$ cat config.mk
export PLATFORM = sky130hd
export DESIGN_NAME = dstt_engine
export DESIGN_NICKNAME = d
export VERILOG_FILES = /design/src/rtl/dstt_pkg.sv /design/src/rtl/dstt_fifo.sv /design/src/rtl/dstt_engine.sv
export SDC_FILE = /design/constraint.sdc
export NUM_CORES = 1
export LEC_CHECK = 0
export BUFFER_PORTS_ARGS = -buffer_cell sky130_fd_sc_hd__buf_2
export CORE_MARGIN = 3
export CORE_UTILIZATION = 45
export CTS_CLUSTER_SIZE = 8
export DETAILED_ROUTE_END_ITERATION = 8
export PLACE_DENSITY = 0.58
export SLEW_MARGIN = 10
export SYNTH_ARGS = -nofsm -noshare
export SYNTH_HDL_FRONTEND = slang
export SYNTH_SLANG_ARGS = --single-unit
$ cat constraint.sdc
create_clock -name i_clk -period 6.6 [get_ports i_clk]
set_input_delay 0.33 -clock i_clk [delete_from_list [all_inputs] [get_ports i_clk]]
set_output_delay 0.33 -clock i_clk [all_outputs]
set_load 0.01 [all_outputs]
$ cat src/rtl/dstt_pkg.sv
package dstt_pkg;
  localparam logic [7:0] CH_SOH = 8'h01;
  localparam logic [7:0] CH_ETX = 8'h03;
  localparam logic [7:0] CH_ENQ = 8'h05;
  localparam logic [7:0] CH_ACK = 8'h06;
  localparam logic [7:0] CH_NAK = 8'h15;
  localparam logic [7:0] CH_NINE = 8'h39;
  localparam logic [7:0] CH_CMD_RUN = 8'h66;
  // Request frame positions
  localparam int REQ_LEN = 12;
  localparam int POS_ST_HI = 1;
  localparam int POS_ST_LO = 2;
  localparam int POS_ENQ = 3;
  localparam int POS_CMD = 4;
  localparam int POS_DATA = 5;
  localparam int POS_ETX = 9;
  localparam int POS_CK_HI = 10;
  localparam int POS_CK_LO = 11;
  localparam logic [2:0] RSP_LAST = 3'h7;
  // Last error codes
  localparam logic [7:0] ERR_NONE = 8'h00;
  localparam logic [7:0] ERR_CHECKSUM = 8'h47;
  localparam logic [7:0] ERR_RECEIVE = 8'h49;
  localparam logic [7:0] ERR_FORMAT = 8'h4a;
  localparam logic [7:0] ERR_COMMAND = 8'h4b;
  localparam logic [15:0] DATA_FWD = 16'h0001;
  localparam logic [15:0] DATA_REV = 16'h0002;
  // Timing
  localparam int CLK_HZ = 40000000;
  localparam int MS_PER_S = 1000;
  localparam int MS_CYCLES = CLK_HZ / MS_PER_S;
  localparam logic [15:0] T2_FIXED_MS = 16'h0001;
  localparam logic [15:0] T2_SHORT_MS = 16'h000a;
  localparam logic [15:0] T2_WRITE_MS = 16'h0064;
  localparam logic [15:0] T2_MOTOR_INIT_MS = 16'h01f4;
  localparam logic [15:0] T2_DATA_INIT_MS = 16'h1388;
  localparam logic [1:0] INIT_SEL_DATA = 2'h1;
  localparam logic [1:0] INIT_SEL_MOTOR = 2'h2;
  localparam int FIFO_WIDTH = 8;
  localparam int FIFO_DEPTH = 16;
  typedef enum logic [1:0] {ST_COLLECT, ST_EVAL, ST_WAIT, ST_SEND} dstt_state_t;
endpackage

$ cat src/rtl/dstt_fifo.sv
`timescale 1ns/100ps
module dstt_fifo
  import dstt_pkg::*;
#(
  parameter int WIDTH = 8,
  parameter int DEPTH = 16
)
(
  input wire logic i_clk,
  input wire logic i_reset,
  input wire logic i_in_valid,
  input wire logic [WIDTH-1:0] i_in_data,
  output logic o_in_ready,
  output logic o_out_valid,
  output logic [WIDTH-1:0] o_out_data,
  input wire logic i_out_ready
);
  localparam int AW = $clog2(DEPTH);
  logic [WIDTH-1:0] mem_reg [0:DEPTH-1];
  logic [AW-1:0] wr_reg;
  logic [AW-1:0] rd_reg;
  logic [AW:0] count_reg;
  logic push;
  logic pop;

  assign o_in_ready = (count_reg != (AW+1)'(DEPTH));
  assign o_out_valid = (count_reg != '0);
  assign o_out_data = mem_reg[rd_reg];
  assign push = i_in_valid && o_in_ready;
  assign pop = o_out_valid && i_out_ready;

  always_ff @(posedge i_clk)
  begin
    if (push)
    begin
      mem_reg[wr_reg] <= i_in_data;
    end
  end

  always_ff @(posedge i_clk)
  begin
    if (i_reset)
    begin
      wr_reg <= '0;
      rd_reg <= '0;
      count_reg <= '0;
    end
    else
    begin
      if (push)
      begin
        wr_reg <= wr_reg + 1'b1;
      end
      if (pop)
      begin
        rd_reg <= rd_reg + 1'b1;
      end
      if (push && !pop)
      begin
        count_reg <= count_reg + 1'b1;
      end
      else if (pop && !push)
      begin
        count_reg <= count_reg - 1'b1;
      end
    end
  end
endmodule

$ cat src/rtl/dstt_engine.sv
`timescale 1ns/100ps
// How it works
// - Run request: twelve bytes, command f
// - Reply SOH, station, ACK/NAK, command, ETX, checksum
// - Station 99: execute, never reply
// - Reply after interval plus transaction time
// - Short commands finish within 10 ms
// - Writes: 500 ms, 5 s, 100 ms
// - Checksum: low byte sum, two hex characters
// - Transmission errors get no reply
// - Logical errors get a NAK
module dstt_engine
  import dstt_pkg::*;
#(
  parameter int MS_CYCLES_P = MS_CYCLES
)
(
  input wire logic i_clk,
  input wire logic i_reset,
  input wire logic i_rx_valid,
  input wire logic [7:0] i_rx_data,
  input wire logic i_rx_error,
  input wire logic [7:0] i_station_hi,
  input wire logic [7:0] i_station_lo,
  input wire logic [7:0] i_response_interval_setting,
  output logic o_tx_valid,
  output logic [7:0] o_tx_data,
  input wire logic i_tx_ready,
  output logic [7:0] o_last_comm_error_code_item,
  output logic o_forward_run_request,
  output logic o_reverse_run_request,
  output logic o_run_strobe,
  output logic o_busy
);
  dstt_state_t st_reg;
  logic [7:0] buf_reg [0:REQ_LEN-1];
  logic [3:0] idx_reg;
  logic rx_bad_reg;
  logic ack_reg;
  logic [7:0] st_hi_reg;
  logic [7:0] st_lo_reg;
  logic [7:0] cmd_reg;
  logic [2:0] sel_reg;
  logic [31:0] pre_reg;
  logic [15:0] ms_reg;
  logic [15:0] wait_ms;
  logic [7:0] sum;
  logic [7:0] rsp_sum;
  logic [15:0] data_val;
  logic data_hex_ok;
  logic ck_ok;
  logic addr_me;
  logic bcast;
  logic fmt_ok;
  logic cmd_ok;
  logic [7:0] err;
  logic accept;
  logic push;
  logic [7:0] push_data;
  logic fifo_ready;

  function automatic logic [4:0] hex_val(input logic [7:0] c);
    if (c >= 8'h30 && c <= 8'h39)
    begin
      return {1'b1, 4'(c - 8'h30)};
    end
    if (c >= 8'h41 && c <= 8'h46)
    begin
      return {1'b1, 4'(c - 8'h37)};
    end
    return 5'h00;
  endfunction

  function automatic logic [7:0] hex_chr(input logic [3:0] n);
    return (n < 4'ha) ? (8'h30 + {4'h0, n}) : (8'h37 + {4'h0, n});
  endfunction

  // Worst-case transaction time per command class
  function automatic logic [15:0] t2_limit(input logic [7:0] c, input logic [1:0] init_sel);
    if (c == 8'h57)
    begin
      if (init_sel == INIT_SEL_DATA)
      begin
        return T2_DATA_INIT_MS;
      end
      if (init_sel == INIT_SEL_MOTOR)
      begin
        return T2_MOTOR_INIT_MS;
      end
      return T2_WRITE_MS;
    end
    return T2_SHORT_MS;
  endfunction

  // Request parse; bytes arriving outside collection are dropped
  always_comb
  begin
    logic [4:0] h;
    logic [4:0] ck_hi;
    logic [4:0] ck_lo;
    h = 5'h00;
    ck_hi = hex_val(buf_reg[POS_CK_HI]);
    ck_lo = hex_val(buf_reg[POS_CK_LO]);
    sum = 8'h00;
    for (int i = POS_ST_HI; i <= POS_ETX; i++)
    begin
      sum = sum + buf_reg[i];
    end
    data_hex_ok = 1'b1;
    data_val = 16'h0000;
    for (int i = 0; i < 4; i++)
    begin
      h = hex_val(buf_reg[POS_DATA+i]);
      data_hex_ok = data_hex_ok && h[4];
      data_val = {data_val[11:0], h[3:0]};
    end
    ck_ok = ck_hi[4] && ck_lo[4] && ({ck_hi[3:0], ck_lo[3:0]} == sum);
    addr_me = (buf_reg[POS_ST_HI] == i_station_hi) && (buf_reg[POS_ST_LO] == i_station_lo);
    bcast = (buf_reg[POS_ST_HI] == CH_NINE) && (buf_reg[POS_ST_LO] == CH_NINE);
    fmt_ok = (buf_reg[POS_ENQ] == CH_ENQ) && (buf_reg[POS_ETX] == CH_ETX) && data_hex_ok;
    cmd_ok = (buf_reg[POS_CMD] == CH_CMD_RUN);
    err = !fmt_ok ? ERR_FORMAT : (!cmd_ok ? ERR_COMMAND : ERR_NONE);
    accept = !rx_bad_reg && ck_ok && (addr_me || bcast);
  end

  always_ff @(posedge i_clk)
  begin
    if (i_reset)
    begin
      idx_reg <= 4'h0;
      rx_bad_reg <= 1'b0;
    end
    else if (st_reg == ST_COLLECT && i_rx_valid)
    begin
      if (idx_reg == 4'h0)
      begin
        if (i_rx_data == CH_SOH)
        begin
          idx_reg <= 4'h1;
          rx_bad_reg <= i_rx_error;
        end
      end
      else
      begin
        idx_reg <= (idx_reg == 4'(REQ_LEN-1)) ? 4'h0 : idx_reg + 4'h1;
        rx_bad_reg <= rx_bad_reg | i_rx_error;
      end
    end
  end

  always_ff @(posedge i_clk)
  begin
    if (st_reg == ST_COLLECT && i_rx_valid && (idx_reg != 4'h0 || i_rx_data == CH_SOH))
    begin
      buf_reg[idx_reg] <= i_rx_data;
    end
  end

  always_ff @(posedge i_clk)
  begin
    if (i_reset)
    begin
      st_reg <= ST_COLLECT;
    end
    else
    begin
      case (st_reg)
        ST_COLLECT:
        begin
          if (i_rx_valid && idx_reg == 4'(REQ_LEN-1))
          begin
            st_reg <= ST_EVAL;
          end
        end
        ST_EVAL:
        begin
          st_reg <= (accept && !bcast) ? ST_WAIT : ST_COLLECT;
        end
        ST_WAIT:
        begin
          if (ms_reg >= wait_ms)
          begin
            st_reg <= ST_SEND;
          end
        end
        ST_SEND:
        begin
          if (fifo_ready && sel_reg == RSP_LAST)
          begin
            st_reg <= ST_COLLECT;
          end
        end
        default:
        begin
          st_reg <= ST_COLLECT;
        end
      endcase
    end
  end

  // Execute and record result
  always_ff @(posedge i_clk)
  begin
    if (i_reset)
    begin
      o_forward_run_request <= 1'b0;
      o_reverse_run_request <= 1'b0;
      o_run_strobe <= 1'b0;
      o_last_comm_error_code_item <= ERR_NONE;
      ack_reg <= 1'b0;
      st_hi_reg <= 8'h00;
      st_lo_reg <= 8'h00;
      cmd_reg <= 8'h00;
    end
    else
    begin
      o_run_strobe <= 1'b0;
      if (st_reg == ST_EVAL)
      begin
        if (accept)
        begin
          ack_reg <= (err == ERR_NONE);
          st_hi_reg <= buf_reg[POS_ST_HI];
          st_lo_reg <= buf_reg[POS_ST_LO];
          cmd_reg <= buf_reg[POS_CMD];
          if (err == ERR_NONE)
          begin
            o_forward_run_request <= data_val[0];
            o_reverse_run_request <= data_val[1];
            o_run_strobe <= 1'b1;
          end
          else
          begin
            o_last_comm_error_code_item <= err;
          end
        end
        else if (addr_me)
        begin
          o_last_comm_error_code_item <= rx_bad_reg ? ERR_RECEIVE : ERR_CHECKSUM;
        end
      end
    end
  end

  // Interval in ms plus own processing time
  assign wait_ms = {8'h00, i_response_interval_setting} + T2_FIXED_MS;

  always_ff @(posedge i_clk)
  begin
    if (i_reset || st_reg != ST_WAIT)
    begin
      pre_reg <= 32'h0;
      ms_reg <= 16'h0000;
    end
    else if (pre_reg == 32'(MS_CYCLES_P - 1))
    begin
      pre_reg <= 32'h0;
      ms_reg <= ms_reg + 16'h0001;
    end
    else
    begin
      pre_reg <= pre_reg + 32'h1;
    end
  end

  // Reply bytes; a full FIFO stalls the sequence
  assign rsp_sum = st_hi_reg + st_lo_reg + (ack_reg ? CH_ACK : CH_NAK) + cmd_reg + CH_ETX;
  always_comb
  begin
    case (sel_reg)
      3'h0: push_data = CH_SOH;
      3'h1: push_data = st_hi_reg;
      3'h2: push_data = st_lo_reg;
      3'h3: push_data = ack_reg ? CH_ACK : CH_NAK;
      3'h4: push_data = cmd_reg;
      3'h5: push_data = CH_ETX;
      3'h6: push_data = hex_chr(rsp_sum[7:4]);
      default: push_data = hex_chr(rsp_sum[3:0]);
    endcase
  end
  assign push = (st_reg == ST_SEND);

  always_ff @(posedge i_clk)
  begin
    if (i_reset || st_reg != ST_SEND)
    begin
      sel_reg <= 3'h0;
    end
    else if (fifo_ready)
    begin
      sel_reg <= sel_reg + 3'h1;
    end
  end

  assign o_busy = (st_reg != ST_COLLECT);

  dstt_fifo #(.WIDTH(FIFO_WIDTH), .DEPTH(FIFO_DEPTH)) u_tx_fifo (
    .i_clk(i_clk),
    .i_reset(i_reset),
    .i_in_valid(push),
    .i_in_data(push_data),
    .o_in_ready(fifo_ready),
    .o_out_valid(o_tx_valid),
    .o_out_data(o_tx_data),
    .i_out_ready(i_tx_ready)
  );
endmodule

### After elaboration in Yosys (flattened, before gate mapping)

Memory sizes are Yosys's and may differ from the RTL's. A register that Yosys moved wholly into a read port is not among the register bits.
Cells that the tools add are included.

| cells by class | value |
|---|---|
| $add $sub $neg | 37 |
| order comparisons | 27 |
| equal/unequal tests | 29 |
| muxes and demuxes | 71 |
| bitwise gates (word level) | 3 |
| reductions and logical operators | 56 |

Operators by type and width:

| kind | number |
|---|---|
| two-way mux 5 bit | 27 |
| adder 8 bit | 11 |
| case mux 8 bit (7 select lines) | 1 |
| >= comparator 8 x 6 -> 1 bit (second input constant) | 6 |
| >= comparator 8 x 7 -> 1 bit (second input constant) | 6 |
| <= comparator 8 x 6 -> 1 bit (second input constant) | 6 |
| <= comparator 8 x 7 -> 1 bit (second input constant) | 6 |
| adder 32 x 1 -> 32 bit (second input constant) | 1 |
| equality test 32 x 16 -> 1 bit (second input constant) | 1 |
| logical AND 1 bit | 32 |
| adder 6 x 4 -> 7 bit (first input constant) | 4 |
| two-way mux 7 bit | 4 |
| two-way mux 1 bit | 25 |
| equality test 8 bit | 3 |
| two-way mux 4 bit | 6 |
| two-way mux 8 bit | 3 |
| subtractor 4 x 1 -> 4 bit (second input constant) | 6 |
| subtractor 4 x 3 -> 4 bit (second input constant) | 6 |
| adder 16 x 1 -> 16 bit (second input constant) | 1 |
| equality test 8 x 6 -> 1 bit (second input constant) | 2 |
| >= comparator 16 bit | 1 |
| adder 4 x 1 -> 4 bit (second input constant) | 3 |
| equality test 3 bit (second input constant) | 4 |
| inequality test 2 bit (second input constant) | 5 |
| 34 further kinds | 53 |

| storage, ports and cells | value |
|---|---|
| register bits | 107 |
| bits in writable memories | 224 |
| output and inout port bits | 21 |
| logic and storage cells | 242 |
| memories kept | 2 |

Memory list:

| memory | words | width | rd ports | clocked after Yosys merged registers in | write ports | line | RTL |
|---|---|---|---|---|---|---|---|
| u_tx_fifo.mem_reg | 16 | 8 | 1 | 1 | 1 | dstt_fifo.sv:19 | `logic [WIDTH-1:0] mem_reg [0:DEPTH-1];` |
| buf_reg | 12 | 8 | 11 | 0 | 1 | dstt_engine.sv:36 | `logic [7:0] buf_reg [0:REQ_LEN-1];` |

### Logic depth before layout (Yosys ltp)

An unclocked memory read counts as a cell.

| logic depth | value |
|---|---|
| depth after elaboration | 16 |
| mapped depth | 20 |

### Hierarchy

From an unflattened synthesis, not the netlist that was laid out.

| unflattened totals | value |
|---|---|
| cell total of the unflattened synthesis | 1309 |
| area, all modules | 16230.6 um^2 |

By module, submodules not included:

| module | instances | cells an instance | area an instance (um^2) | sequential area each (um^2) |
|---|---|---|---|---|
| dstt_engine | 1 | 1000 | 10471.3 | 4464.3 |
| dstt_fifo | 1 | 309 | 5759.3 | 4184.0 |

### Least setup slack after synthesis

No wires, ideal clock.

| path | value |
|---|---|
| path type | register to register |
| start | memory buf_reg[9][2] |
| end | register o_last_comm_error_code_item[1] |
| library setup time | 0.086 ns |
| arrival time | 4.810 ns |
| data required time | 6.514 ns |
| slack | 1.703 ns |
| stages on the path, launching flop included | 17 |
| buffers on the path | 0 |
| period minus slack after synthesis | 4.897 ns |
| cells stage by stage | edfxtp_1 fa_1 inv_1 fa_1 fa_1 fa_1 inv_1 ha_1 fa_1 a21o_1 a21oi_1 xor2_1 xnor2_1 nor4_4 nand3_1 mux2_4 a221oi_2 |

RTL lines:

| element | line | RTL |
|---|---|---|
| start, declared | dstt_engine.sv:36 |  |
| end signal, assigned | dstt_engine.sv:234 | `o_last_comm_error_code_item <= err;` |
| end signal, assigned | dstt_engine.sv:239 | `o_last_comm_error_code_item <= rx_bad_reg ? ERR_RECEIVE : ERR_CHECKSUM;` |
| end, declared | dstt_engine.sv:29 | `output logic [7:0] o_last_comm_error_code_item,` |

==> reports/qor.yml <==
status: "complete, no violations"
drtIter0Drc: 638
cp-start-kind: "register"
dieHeight_um: 195
clkTransAtPathRegs_ns: 0.05
via_per_inst: 5.46
grt_pass1_vias: 10400
grt.overflow.total: 0
antenna_found_initial: 0
period_share_pct: 82.6
max-vdd-ir-drop_mv: 0.188
slew_headroom_pct: 22.7
yosysMostFrequentCell: "edfxtp_1"
synthToLayoutAreaGrowth_pct: 12.7
synthTopCellsByCount: "edfxtp_1, dfxtp_1, inv_1"
grt_max_degree: 57
synthTopCellsByArea: "edfxtp_1, dfxtp_1, fa_1"
route.vias.total: 10100
yosys.area.top_type: "edfxtp_1"
root_buffer: "clkbuf_16"
wl_per_cell_um: 19.7
critPathKind: "reg2reg"
cp.required_ns: 6.99
post-cts-setup-buffers: 0
finalSetupViolations: 0
core_um2: 35000
yosysWarnings: 0
synthesis.area_um2: 16100
largest_reg_flops: 128
fin_crit_ns: 5.45
cellLeakagePower_nw: 6.23
synthCells: 1305
maxCapViolCount: 0
worstMarginPinSlew_ns: 1.16
netlist.area_leader.share_pct: 40.2
drive_above_1_share_pct: 13.1
initial_core_util_pct: 46.2
grtUsageTotal_pct: 19.5
grt_pass1_wl_mm: 58.3
hold_viol: 0
async_flop_share_pct: 0
clock_skew_ns: 0.0362
maxSlewViolCount: 0
stdcell_area_um2: 18200
fmax_ghz: 0.183
drtPass1Iterations: 5
synth-adder-area-share_pct: 11.5
critPathArrivalTime_ns: 5.84
hpwl_mm: 25.4
io_pins: 58
hold_class: "in2reg"
dieArea_um2: 38200
synth_simple_gate_area_share_pct: 12.8
wirelength_mm: 36.5
htree_levels: 2
cts_tree: "done"
p_per_area_nw_per_um2: 265
globalplace.congestion: 0.864
synth.avg_cell_area_um2: 12.4
grt_busiest_layer: "met2"
ys_ff_latch: 324
ant_nets: 0
crit_path_end_kind: "register"
tns_ns: 0
synth_mux_area_share_pct: 6.05
cts_buffers: 46
met1_usage_pct: 27.4
dieWidth_um: 195
dpl_cell_area_um2: 16900
path_max_fanout: 19
finalPower_mw: 4.83
synth_compound_area_share_pct: 6.67
synth_xor_area_share_pct: 5.73
use_met2_pct: 30.5
drc: 0
cts_hold_buffers: 0
synth_top_family_by_area: "simple AND/OR/NAND/NOR gates"
place.port_buffers: 54
synth_ff_type: "edfxtp_1"
rsz0062_at_grt: "no"
finalNetCount: 1526
cts_resized: 0
grtUsageMet3_pct: 4.05
clk_latency_ns: 0.57
yosysUniqueCellTypes: 78
antenna_cells: 0
cts_buffer_depth: 3
cts_sinks: 324
yosysSeqAreaShare_pct: 53.6
synth-edff-count: 216
rows: 68
## cell families (layout without fill, tap and decap cells)
kind of cell,count (synthesis),count (layout)
other,1,3
buffers and inverters,148,236
adders and majority gates,116,116
AOI/OAI and AO/OA,171,171
DFF,324,324
xor gates and xnor gates,104,104
muxes,47,47
and+or+nand+nor,394,394
## stage by stage
stage	cells	hold WS, ns	setup WS, ns	utilization (%)
6_report	1850	0.0649	1.15	52.0
5_1_grt	1850	0.0834	0.821	52.0
4_1_cts	1850	0.0527	1.09	52.0
3_5_place_dp	1780	0.457	1.12	48.3
2_1_floorplan	1307	0.429	1.70	-
3_3_place_gp	1780	0.442	1.20	48.3
## path summary, 6_finish.rpt
| check | from | to | slack, ns | cells past startpoint |
|---|---|---|---|---|
| max | buf_reg[8][1] | cmd_reg[4] | 1.15 | 17 |
| max reg2reg | buf_reg[8][1] | cmd_reg[4] | 1.15 | 17 |
| min | i_rx_error | rx_bad_reg | 0.06 | 3 |
| min reg2reg | o_last_comm_error_code_item[6] | o_last_comm_error_code_item[6] | 0.46 | 2 |
## where the power goes
group	leakage [nW]	switching [mW]	internal, mW
Clock	0.623	0.845	1.28
Sequential	2.71	0.0256	2.18
Combinational	2.89	0.257	0.236
## worst max-delay path, cell delays in order (launching register included)
cell and delay [ns]:
edfxtp_1 0.47, fa_1 0.56, inv_1 0.06, fa_1 0.51, fa_1 0.48, fa_1 0.52
inv_1 0.04, ha_1 0.22, fa_1 0.40, a21o_1 0.19, a21oi_1 0.17, xor2_1 0.19
xnor2_1 0.15, nor4_4 0.33, nand4_2 0.49, buf_4 0.36, nand2_1 0.08, a21oi_1 0.05
## cells in the final DEF (no fill, tap or decap), drive strengths merged, types with 9 or more instances in the layout
master  count
nor3b       9
o21ai      36
or3        13
buf        63
nor4       17
and3       18
edfxtp    216
fa         55
dfxtp     108
and2       14
nand2      88
inv       105
nor3       22
ha         61
mux4       40
nor2       95
nand3      53
xor2       42
a21oi      71
xnor2      61
nand4      19
clkbuf     67
## cell type report
type / count / area [µm²]
fillers: 3023 / 16800
flip-flops and latches: 324 / 8650
multi-input cells: 835 / 6950
clock buffers: 67 / 1230
well taps: 455 / 569
inverters: 103 / 387
repair buffers: 63 / 338
clock inverters: 3 / 70.1
## layer usage
layer | share of wire, % | wire [µm]
met1 | 46 | 16800
met5 | 0 | 0
met4 | 2.8 | 1030
met3 | 5.0 | 1840
met2 | 46 | 16800
(Power assumes the default switching activity.)
